`src/include/pnpg_pkg.sv`:
```
package pnpg_pkg;

    // Bus geometry
    localparam int ADDR_W = 18;
    localparam int DATA_W = 32;
    localparam int STRB_W = 4;
    localparam int REG_W = 16;
    localparam int NUM_PAIRS = 4;

    // Byte address = 4 * index; index = {port nibble, register index}
    localparam int IDX_LSB = 2;
    localparam int REG_IDX_W = 12;
    localparam int PORT_LSB = IDX_LSB + REG_IDX_W;
    localparam int PORT_W = 4;
    localparam logic [11:0] IDX_LOCAL_NP = 12'h10e;
    localparam logic [11:0] IDX_PARTNER_NP = 12'h110;
    localparam logic [11:0] IDX_GIG_CTRL = 12'h112;
    localparam logic [3:0] PORT_FIRST = 4'h1;

    // Next-page word fields
    localparam int NP_MORE_BIT = 15;
    localparam int NP_ACK_BIT = 14;
    localparam int NP_MSG_BIT = 13;
    localparam int NP_ACK2_BIT = 12;
    localparam int NP_TOGGLE_BIT = 11;

    // Gigabit control fields
    localparam int GC_TEST_LSB = 13;
    localparam int GC_TEST_W = 3;
    localparam int GC_MS_MANUAL_BIT = 12;
    localparam int GC_MS_VALUE_BIT = 11;
    localparam int GC_PORT_TYPE_BIT = 10;
    localparam int GC_ADV_FD_BIT = 9;
    localparam int GC_ADV_HD_BIT = 8;

    // Reset values and writable-bit masks
    localparam logic [15:0] LOCAL_NP_RESET = 16'h2001;
    localparam logic [15:0] LOCAL_NP_WMASK = 16'hb7ff;
    localparam logic [15:0] PARTNER_NP_RESET = 16'h0000;
    localparam logic [15:0] GIG_CTRL_RESET = 16'h0600;
    localparam logic [15:0] GIG_CTRL_WMASK = 16'hff00;

    // Transmitter test codes
    localparam logic [2:0] TEST_NORMAL = 3'h0;
    localparam logic [2:0] TEST_LAST = 3'h4;

    // AXI responses
    localparam logic [1:0] RESP_OKAY = 2'h0;
    localparam logic [1:0] RESP_SLVERR = 2'h2;

endpackage

```
`src/logic/pnpg_axil.sv`:
```
module pnpg_axil (
    // Clock and reset
    input wire logic clk,
    input wire logic rst_n,
    // Write address and data
    input wire logic [pnpg_pkg::ADDR_W-1:0] s_awaddr,
    input wire logic s_awvalid,
    output logic s_awready,
    input wire logic [pnpg_pkg::DATA_W-1:0] s_wdata,
    input wire logic [pnpg_pkg::STRB_W-1:0] s_wstrb,
    input wire logic s_wvalid,
    output logic s_wready,
    // Write response
    output logic [1:0] s_bresp,
    output logic s_bvalid,
    input wire logic s_bready,
    // Read address and data
    input wire logic [pnpg_pkg::ADDR_W-1:0] s_araddr,
    input wire logic s_arvalid,
    output logic s_arready,
    output logic [pnpg_pkg::DATA_W-1:0] s_rdata,
    output logic [1:0] s_rresp,
    output logic s_rvalid,
    input wire logic s_rready,
    // Register file side
    output logic wr_en,
    output logic [pnpg_pkg::ADDR_W-1:0] wr_addr,
    output logic [pnpg_pkg::DATA_W-1:0] wr_data,
    output logic [pnpg_pkg::STRB_W-1:0] wr_strb,
    input wire logic wr_ok,
    input wire logic [pnpg_pkg::DATA_W-1:0] rd_data,
    input wire logic rd_ok
);
    import pnpg_pkg::*;

    typedef struct packed {
        logic aw_held;
        logic [ADDR_W-1:0] awaddr;
        logic w_held;
        logic [DATA_W-1:0] wdata;
        logic [STRB_W-1:0] wstrb;
        logic awready;
        logic wready;
        logic bvalid;
        logic [1:0] bresp;
        logic arready;
        logic rvalid;
        logic [DATA_W-1:0] rdata;
        logic [1:0] rresp;
    } pnpg_axil_st_t;

    pnpg_axil_st_t s_reg;
    pnpg_axil_st_t s_next;

    // Write fires once address and data are both held
    assign wr_en = s_reg.aw_held & s_reg.w_held & ~s_reg.bvalid;
    assign wr_addr = s_reg.awaddr;
    assign wr_data = s_reg.wdata;
    assign wr_strb = s_reg.wstrb;

    // Handshake state
    always_comb begin
        s_next = s_reg;
        if (s_awvalid && s_reg.awready) begin
            s_next.aw_held = 1'b1;
            s_next.awaddr = s_awaddr;
        end
        if (s_wvalid && s_reg.wready) begin
            s_next.w_held = 1'b1;
            s_next.wdata = s_wdata;
            s_next.wstrb = s_wstrb;
        end
        if (s_reg.bvalid && s_bready) begin
            s_next.bvalid = 1'b0;
        end
        if (wr_en) begin
            s_next.aw_held = 1'b0;
            s_next.w_held = 1'b0;
            s_next.bvalid = 1'b1;
            s_next.bresp = wr_ok ? RESP_OKAY : RESP_SLVERR;
        end
        if (s_reg.rvalid && s_rready) begin
            s_next.rvalid = 1'b0;
        end
        if (s_arvalid && s_reg.arready) begin
            s_next.rvalid = 1'b1;
            s_next.rdata = rd_ok ? rd_data : '0;
            s_next.rresp = rd_ok ? RESP_OKAY : RESP_SLVERR;
        end
        s_next.awready = ~s_next.aw_held & ~s_next.bvalid;
        s_next.wready = ~s_next.w_held & ~s_next.bvalid;
        s_next.arready = ~s_next.rvalid;
    end

    // State register
    always_ff @(posedge clk or negedge rst_n) begin
        if (!rst_n) begin
            s_reg <= '0;
        end else begin
            s_reg <= s_next;
        end
    end

    assign s_awready = s_reg.awready;
    assign s_wready = s_reg.wready;
    assign s_bvalid = s_reg.bvalid;
    assign s_bresp = s_reg.bresp;
    assign s_arready = s_reg.arready;
    assign s_rvalid = s_reg.rvalid;
    assign s_rdata = s_reg.rdata;
    assign s_rresp = s_reg.rresp;

endmodule // pnpg_axil

```
`src/logic/pnpg_regs.sv`:
```
module pnpg_regs #(
    parameter int NUM_PORTS = 4
) (
    // Clock and reset
    input wire logic clk,
    input wire logic reset_n,
    // AXI4-Lite write address and data
    input wire logic [pnpg_pkg::ADDR_W-1:0] s_awaddr,
    input wire logic s_awvalid,
    output logic s_awready,
    input wire logic [pnpg_pkg::DATA_W-1:0] s_wdata,
    input wire logic [pnpg_pkg::STRB_W-1:0] s_wstrb,
    input wire logic s_wvalid,
    output logic s_wready,
    // AXI4-Lite write response
    output logic [1:0] s_bresp,
    output logic s_bvalid,
    input wire logic s_bready,
    // AXI4-Lite read
    input wire logic [pnpg_pkg::ADDR_W-1:0] s_araddr,
    input wire logic s_arvalid,
    output logic s_arready,
    output logic [pnpg_pkg::DATA_W-1:0] s_rdata,
    output logic [1:0] s_rresp,
    output logic s_rvalid,
    input wire logic s_rready,
    // From the negotiation engine, per port
    input wire logic [NUM_PORTS-1:0] an_tx_toggle,
    input wire logic [NUM_PORTS-1:0] an_rx_valid,
    input wire logic [NUM_PORTS-1:0][pnpg_pkg::REG_W-1:0] an_rx_page,
    // To the negotiation engine and transmitter, per port
    output logic [NUM_PORTS-1:0][pnpg_pkg::REG_W-1:0] np_tx_word,
    output logic [NUM_PORTS-1:0][pnpg_pkg::GC_TEST_W-1:0] test_code,
    output logic [NUM_PORTS-1:0][pnpg_pkg::NUM_PAIRS-1:0] test_pair_en,
    output logic [NUM_PORTS-1:0] ms_manual_en,
    output logic [NUM_PORTS-1:0] ms_force_master,
    output logic [NUM_PORTS-1:0] ms_prefer_master,
    output logic [NUM_PORTS-1:0] adv_1000_fd,
    output logic [NUM_PORTS-1:0] adv_1000_hd
);
    import pnpg_pkg::*;

    typedef struct packed {
        logic [NUM_PORTS-1:0][REG_W-1:0] local_np;
        logic [NUM_PORTS-1:0][REG_W-1:0] partner_np;
        logic [NUM_PORTS-1:0][REG_W-1:0] gig_ctrl;
        logic [NUM_PORTS-1:0][NUM_PAIRS-1:0] pair_en;
        logic [NUM_PORTS-1:0] force_master;
        logic [NUM_PORTS-1:0] prefer_master;
    } pnpg_regs_st_t;

    pnpg_regs_st_t s_reg;
    pnpg_regs_st_t s_next;

    logic [1:0] rst_sync_reg;
    logic rst_n;
    logic wr_en;
    logic [ADDR_W-1:0] wr_addr;
    logic [DATA_W-1:0] wr_data;
    logic [STRB_W-1:0] wr_strb;
    logic wr_ok;
    logic [DATA_W-1:0] rd_data;
    logic rd_ok;
    logic [REG_W-1:0] wr_mask;

    // Reset release through two flops
    always_ff @(posedge clk or negedge reset_n) begin
        if (!reset_n) begin
            rst_sync_reg <= 2'h0;
        end else begin
            rst_sync_reg <= {rst_sync_reg[0], 1'b1};
        end
    end
    assign rst_n = rst_sync_reg[1];

    // Port nibble check: ports start at one
    function automatic logic port_hit(input logic [ADDR_W-1:0] a);
        logic [PORT_W-1:0] pn;
        pn = a[PORT_LSB +: PORT_W];
        port_hit = (a[IDX_LSB-1:0] == '0) && (pn >= PORT_FIRST)
            && ({1'b0, pn} <= (PORT_W + 1)'(NUM_PORTS));
    endfunction

    // Mapped register index at this address
    function automatic logic reg_hit(input logic [ADDR_W-1:0] a);
        logic [REG_IDX_W-1:0] ri;
        ri = a[IDX_LSB +: REG_IDX_W];
        reg_hit = (ri == IDX_LOCAL_NP) || (ri == IDX_PARTNER_NP) || (ri == IDX_GIG_CTRL);
    endfunction

    // Bus front end
    pnpg_axil u_axil (
        .clk(clk),
        .rst_n(rst_n),
        .s_awaddr(s_awaddr),
        .s_awvalid(s_awvalid),
        .s_awready(s_awready),
        .s_wdata(s_wdata),
        .s_wstrb(s_wstrb),
        .s_wvalid(s_wvalid),
        .s_wready(s_wready),
        .s_bresp(s_bresp),
        .s_bvalid(s_bvalid),
        .s_bready(s_bready),
        .s_araddr(s_araddr),
        .s_arvalid(s_arvalid),
        .s_arready(s_arready),
        .s_rdata(s_rdata),
        .s_rresp(s_rresp),
        .s_rvalid(s_rvalid),
        .s_rready(s_rready),
        .wr_en(wr_en),
        .wr_addr(wr_addr),
        .wr_data(wr_data),
        .wr_strb(wr_strb),
        .wr_ok(wr_ok),
        .rd_data(rd_data),
        .rd_ok(rd_ok)
    );

    // Address decode and lane mask
    assign wr_ok = port_hit(wr_addr) && reg_hit(wr_addr);
    assign rd_ok = port_hit(s_araddr) && reg_hit(s_araddr);
    assign wr_mask = {{8{wr_strb[1]}}, {8{wr_strb[0]}}};

    // Read multiplexer, upper half reads zero
    always_comb begin
        logic [PORT_W-1:0] rp;
        logic [REG_IDX_W-1:0] ri;
        rp = s_araddr[PORT_LSB +: PORT_W] - PORT_FIRST;
        ri = s_araddr[IDX_LSB +: REG_IDX_W];
        rd_data = '0;
        for (int p = 0; p < NUM_PORTS; p++) begin
            if (rp == PORT_W'(p)) begin
                unique case (ri)
                    IDX_LOCAL_NP: rd_data[REG_W-1:0] = s_reg.local_np[p];
                    IDX_PARTNER_NP: rd_data[REG_W-1:0] = s_reg.partner_np[p];
                    IDX_GIG_CTRL: rd_data[REG_W-1:0] = s_reg.gig_ctrl[p];
                    default: rd_data = '0;
                endcase
            end
        end
    end

    // Register updates and derived controls
    always_comb begin
        logic [PORT_W-1:0] wp;
        logic [REG_IDX_W-1:0] wi;
        logic [GC_TEST_W-1:0] code;
        logic manual;
        wp = wr_addr[PORT_LSB +: PORT_W] - PORT_FIRST;
        wi = wr_addr[IDX_LSB +: REG_IDX_W];
        code = '0;
        manual = 1'b0;
        s_next = s_reg;
        for (int p = 0; p < NUM_PORTS; p++) begin
            // Toggle of the last transmitted word
            s_next.local_np[p][NP_TOGGLE_BIT] = an_tx_toggle[p];
            // Capture partner page; toggle bit reads the inverse of an_tx_toggle
            if (an_rx_valid[p]) begin
                s_next.partner_np[p] = an_rx_page[p];
                s_next.partner_np[p][NP_TOGGLE_BIT] = ~an_tx_toggle[p];
            end
            // Software writes to writable bits only
            if (wr_en && wr_ok && (wp == PORT_W'(p))) begin
                if (wi == IDX_LOCAL_NP) begin
                    s_next.local_np[p] = (s_next.local_np[p] & ~(LOCAL_NP_WMASK & wr_mask))
                        | (wr_data[REG_W-1:0] & LOCAL_NP_WMASK & wr_mask);
                end
                if (wi == IDX_GIG_CTRL) begin
                    s_next.gig_ctrl[p] = (s_reg.gig_ctrl[p] & ~(GIG_CTRL_WMASK & wr_mask))
                        | (wr_data[REG_W-1:0] & GIG_CTRL_WMASK & wr_mask);
                end
            end
            // Test waveform on every pair for codes one to four
            code = s_next.gig_ctrl[p][GC_TEST_LSB +: GC_TEST_W];
            s_next.pair_en[p] = ((code != TEST_NORMAL) && (code <= TEST_LAST))
                ? {NUM_PAIRS{1'b1}} : {NUM_PAIRS{1'b0}};
            // Master/slave resolution inputs
            manual = s_next.gig_ctrl[p][GC_MS_MANUAL_BIT];
            s_next.force_master[p] = manual & s_next.gig_ctrl[p][GC_MS_VALUE_BIT];
            s_next.prefer_master[p] = ~manual & s_next.gig_ctrl[p][GC_PORT_TYPE_BIT];
        end
    end

    // State register with documented resets
    always_ff @(posedge clk or negedge rst_n) begin
        if (!rst_n) begin
            s_reg.local_np <= {NUM_PORTS{LOCAL_NP_RESET}};
            s_reg.partner_np <= {NUM_PORTS{PARTNER_NP_RESET}};
            s_reg.gig_ctrl <= {NUM_PORTS{GIG_CTRL_RESET}};
            s_reg.pair_en <= '0;
            s_reg.force_master <= '0;
            s_reg.prefer_master <= '1;
        end else begin
            s_reg <= s_next;
        end
    end

    // Outputs straight from the state flops
    always_comb begin
        for (int p = 0; p < NUM_PORTS; p++) begin
            np_tx_word[p] = s_reg.local_np[p];
            test_code[p] = s_reg.gig_ctrl[p][GC_TEST_LSB +: GC_TEST_W];
            test_pair_en[p] = s_reg.pair_en[p];
            ms_manual_en[p] = s_reg.gig_ctrl[p][GC_MS_MANUAL_BIT];
            ms_force_master[p] = s_reg.force_master[p];
            ms_prefer_master[p] = s_reg.prefer_master[p];
            adv_1000_fd[p] = s_reg.gig_ctrl[p][GC_ADV_FD_BIT];
            adv_1000_hd[p] = s_reg.gig_ctrl[p][GC_ADV_HD_BIT];
        end
    end

endmodule // pnpg_regs

```
`config.mk`:
```
export PLATFORM = sky130hd
export DESIGN_NAME = pnpg_regs
export DESIGN_NICKNAME = d
export VERILOG_FILES = /design/src/include/pnpg_pkg.sv /design/src/logic/pnpg_axil.sv /design/src/logic/pnpg_regs.sv
export SDC_FILE = /design/constraint.sdc
export NUM_CORES = 1
export LEC_CHECK = 0
export BUFFER_PORTS_ARGS = -buffer_cell sky130_fd_sc_hd__buf_4
export CORE_ASPECT_RATIO = 1.25
export CORE_MARGIN = 1.5
export CORE_UTILIZATION = 53
export CTS_CLUSTER_SIZE = 28
export DETAILED_ROUTE_END_ITERATION = 10
export GPL_ROUTABILITY_DRIVEN = 0
export PLACE_DENSITY = 0.81
export SYNTH_ARGS = -nofsm -noshare
export SYNTH_HDL_FRONTEND = slang
export SYNTH_HIERARCHICAL = 1
export SYNTH_SLANG_ARGS = --single-unit
```
`constraint.sdc`:
```
create_clock -name clk -period 9.6 [get_ports clk]
set_input_delay 0.96 -clock clk [delete_from_list [all_inputs] [get_ports clk]]
set_output_delay 0.96 -clock clk [all_outputs]
set_load 0.005 [all_outputs]
```
# == After elaboration in Yosys (flattened, before gate mapping) ==
# Index checks and enable logic that the tools add are counted.
# classes
n_addsub,2
n_lt_le_gt_ge,8
n_eq_ne,12
n_mux,42
bitwise_logic,45
n_reduce_logical,41
# ops
cell,count
$mux 16,12
$pmux 16 s3,4
$and 16x16->16,10
$mux 32,4
$or 16x16->16,8
$mux 12,8
$eq 12x9->1 const B,6
$mux 37,1
$mux 35,1
$not 16->16,2
$logic_and 1x1->1,20
$mux 19,1
$eq 4x2->1 const B,4
$mux 4,4
$reduce_and 2->1,8
$not 1->1,13
$and 1x1->1,12
$le 3x3->1 const B,4
$reduce_bool 3->1,4
$eq 4x1->1 const B,2
$ge 4x1->1 const B,2
$le 4x3->1 const B,2
$logic_not 4->1,2
$sub 4x1->4 const B,2
other kinds (6),14
# word_totals
reg_bits,315
inputBits,151

# == Depth between registers and ports, before layout ==
# depth
depth_word,11
mapped_depth,10
depth_no_buf,7

# == Modules after synthesis ==
# Netlist, hierarchy kept.
# by_module_without_submodules
mod,instances,cells_each,area_per_inst_um2,seq_area_each_um2
pnpg_regs,1,754,9160.0,4279.1
pnpg_axil,1,376,4478.0,2377.3

# == Worst setup path after synthesis ==
# Ideal clock, no wire load.
# synth_path
path_kind,input port to flip-flop
start,input port s_araddr[11] (netlist name)
end,register u_axil.s_reg (netlist bit u_axil/s_rdata[10])
setup_time_ns,0.076
arrival_ns,3.306
required_ns,9.524
slack_ns,6.218
path_stages,10
n_path_buf,5
cell_sequence,or4b_1 > buf_2 > nor4_2 > buf_2 > buf_2 > o311a_1 > clkbuf_1 > clkbuf_1 > nand4_1 > o21ai_1
# synth_via
elab_cells_between_ends,15
classes_between,eq/ne (3); mux (9); reduce/logical (3)
# synth_lines
element,line,text
from (decl),pnpg_regs.sv:20,"input wire logic [pnpg_pkg::ADDR_W-1:0] s_araddr,"
$eq 12x9->1,pnpg_regs.sv:88,reg_hit = (ri == IDX_LOCAL_NP) || (ri == IDX_PARTNER_NP) || (ri == IDX_GIG_CTRL);
$logic_or 1x1->1,pnpg_regs.sv:88,
$logic_or 1x1->1 *,pnpg_regs.sv:88,
$logic_and 1x1->1 *,pnpg_regs.sv:123,assign rd_ok = port_hit(s_araddr) && reg_hit(s_araddr);
net rd_ok,pnpg_regs.sv:63,logic rd_ok;
$mux 32 *,pnpg_axil.sv:87,s_next.rdata = rd_ok ? rd_data : '0;
to (signal assigned),pnpg_axil.sv:100,s_reg <= s_next;
to (decl),pnpg_axil.sv:52,pnpg_axil_st_t s_reg;
# The timed path passes the listed nets; every way through them passes the cells marked *.
# A chain may end at the register's enable or synchronous reset.

# == Worst setup path in the final report ==
# layout_path
start,input port s_araddr[11] (netlist name)
end,register u_axil.s_reg (netlist bit u_axil/s_rdata[13])
# layout_via
elab_chain_cells,7
elab_cells_between_ends,15
classes_between,eq/ne (3); mux (9); reduce/logical (3)
# layout_lines
element,line,text
$eq 12x9->1,pnpg_regs.sv:135,unique case (ri)
$pmux 16 s3,pnpg_regs.sv:135,
$mux 16,pnpg_regs.sv:134,if (rp == PORT_W'(p)) begin
$mux 32 (2 in a row),pnpg_regs.sv:134,
$mux 32 *,pnpg_regs.sv:134,
net rd_data[13],pnpg_regs.sv:62,logic [DATA_W-1:0] rd_data;
$mux 32 *,pnpg_axil.sv:87,
# Marks and branches as above.

==> metrics.log <==
[metrics] die height: about 180 µm
[metrics] CP Max Fanout: 37
[metrics] Setup Total Neg Slack: 0 ns
[metrics] fraction of final layout cells with drive strength greater than 1: 0.471
[metrics] number of cells produced by synthesis: between 1000 and 1500
[metrics] area growth from synthesis to final layout: 13.6%
[metrics] Critical Path End Type: flip-flop
[metrics] maximum single-stage delay on the critical path: around 0.77 ns
[metrics] net switching power: approximately 0.71 mW
[metrics] global-route wire length before repair: between 40000 and 50000 µm
[metrics] Tightest Hold Check Type: input pin to async pin
[metrics] fmax: approximately 300 MHz
[metrics] count of port buffers added during placement: 275
[metrics] unrepaired setup endpoints after global routing: false
[metrics] hold buffer count at cts: 0
[metrics] status: finished, final reports clean
[metrics] area enclosed by the die boundary: ~25000 µm²
[metrics] starting utilization of the core area: 0.540
[metrics] floorplan row count: 63
[metrics] via count of the routed design: approximately 8600
[metrics] overall overflow remaining after global route: 0
[metrics] area of the placeable core: approximately 24000 µm²
[metrics] TritonCTS sink count: 247
[metrics] share of total power in the clock network: 0.363
[metrics] TritonCTS clock tree: built
[metrics] synthesized area: 12800 µm²
[metrics] cell class contributing the biggest share of worst-path delay: simple AND/OR/NAND/NOR gates
[metrics] synthesized area per cell: 11.9 µm²
[metrics] clock transition at the registers of the reported paths: ~0.060 ns
[metrics] DRC marker count from the first detailed-route iteration: roughly 550
[metrics] crit path DAT: between 3 and 4 ns
[metrics] Total Routing Usage GR: 0.260
[metrics] Final Cycle Share: 0.346
[metrics] Chip Width: between 100 and 150 µm
[metrics] total length of routed wires: ~33000 µm
[metrics] transition at the pin with the smallest max-transition slack: around 1.3 ns
[metrics] maximum number of pins on one net before global-route repair: 86
[metrics] library cell used as clock root buffer: clkbuf_16
[metrics] Post-CTS Setup Bufs: 0
[metrics] first-pass iteration count of the detailed router: 5
[metrics] detailed-route wire length per cell: between 20 and 25 µm
[metrics] ordered cell list for the critical path: buf_4, or4b_1, nor4b_2, buf_4, o21a_1, a221oi_1, a2bb2oi_1, nand4_1, o21ai_1
[metrics] deepest clock path buffer count: 3
[metrics] number of failing setup endpoints in the final timing report: 0
[metrics] leak pwr: around 6.7 nW
[metrics] number of H-tree branching levels: 1
[metrics] Layout Skew: 0.00676 ns
[metrics] average vias per placed instance: between 5 and 6
[metrics] buffering stage count on the worst path with inverters included: 2
[metrics] Power Internal: about 1.9 mW
[metrics] post-cts gate resize count: 0
[metrics] cts bufs inserted: 25
[metrics] fraction of power consumed by sequential logic: 0.498
[metrics] critical path launch point type: input pin
[metrics] net switching share of the total power: 0.269
[metrics] Clk Latency, worst-skew pair: 0.52 ns
[metrics] Power per Cell Area: 181 nW/µm²
[metrics] Syn. warnings: 6
[metrics] antenna violations before repair: 3
[metrics] peak ir drop on the vdd network: 0.143 mV
[metrics] MaxCap Viol Count: 0
[metrics] detailed-placement wirelength estimate: about 24000 µm
[metrics] commonest non-fill, non-tap cells in the layout: buf_4, dfrtp_1, mux2_2
[metrics] remaining max-slew budget at the tightest pin: 0.147
[metrics] number of global-route vias before repair: 8590
[metrics] most common cell after layout, fill and taps aside: buf_4
[metrics] combinational cell fraction of total power: 0.140
[metrics] final hold viol count: 0
[metrics] layout net count: 1306
[metrics] Critical Path RT: roughly 10 ns
[metrics] final worst-path setup slack: approximately 6.3 ns
[metrics] number of design rule violations left after detail routing: 0
[metrics] pre-CTS worst setup slack: about 5.8 ns
[metrics] minimum clock period after layout: ~3.3 ns
[metrics] cell with the largest stage delay on the worst path: or4b_1
[metrics] Final Max Tran Viols: 0
[metrics] cell with the most instances on the worst path: buf_4
[metrics] path type of the worst setup path: input pin to flip-flop
[metrics] count of nets left with antenna violations after detail routing: 0
[metrics] total I/O pin count: 304
==> stage by stage <==
| step | hold WS (ns) | power (mW) | std cells | cell area, µm² | utilization |
|---|---|---|---|---|---|
| finish | 0.217 | 2.64 | 1499 | 14600 | 0.614 |
| global route | 0.204 | 2.75 | 1499 | 14600 | 0.614 |
| CTS | 0.201 | 2.66 | 1496 | 14600 | 0.613 |
| detailed placement | 0.323 | 1.70 | 1453 | 13800 | 0.580 |
| global placement | 0.310 | 1.68 | 1453 | 13800 | 0.580 |
| floorplan | 0.331 | 1.67 | 1096 | 12900 | - |
==> worst paths after layout <==
path	from	endpoint	slack (ns)	cells past startpoint
setup / recovery	s_araddr[11]	u_axil/s_rdata[13]	6.28	9
hold / removal	reset_n	rst_sync_reg[1]	0.22	1
setup reg to reg	u_axil/wr_addr[17]	flip-flop	6.63	5
hold reg to reg	rst_sync_reg[1]	async pin	0.31	0
max in group asynchronous	rst_sync_reg[1]	u_axil/s_rdata[17]	7.17	2
min in group clk	rst_sync_reg[0]	rst_sync_reg[1]	0.37	0
==> power by group through the flow <==
stage | clock [mW] | sequential (mW) | combinational, mW
floorplan | 0 | 1.24 | 0.427
global placement | 0 | 1.32 | 0.357
detailed placement | 0 | 1.33 | 0.372
CTS | 0.976 | 1.31 | 0.373
global route | 1.02 | 1.33 | 0.400
finish | 0.956 | 1.31 | 0.369
==> cell type report <==
cell class,count,area [µm²]
fill,1942,9170
sequential,247,6210
multi-input combinational,557,4860
timing repair buffer,285,2140
clock buffer,37,711
tap,325,407
inverter,39,146
clock inverter,6,83.8
antenna,3,7.51
==> routing by layer <==
metal,track usage,routed length [µm],vias up
met4,0.139,1950,0
met5,0,0,-
li1,-,-,3816
met3,0.0514,2620,112
met2,0.428,16000,393
met1,0.325,12400,4274
Note: power is estimated with default switching activity, not from simulation.
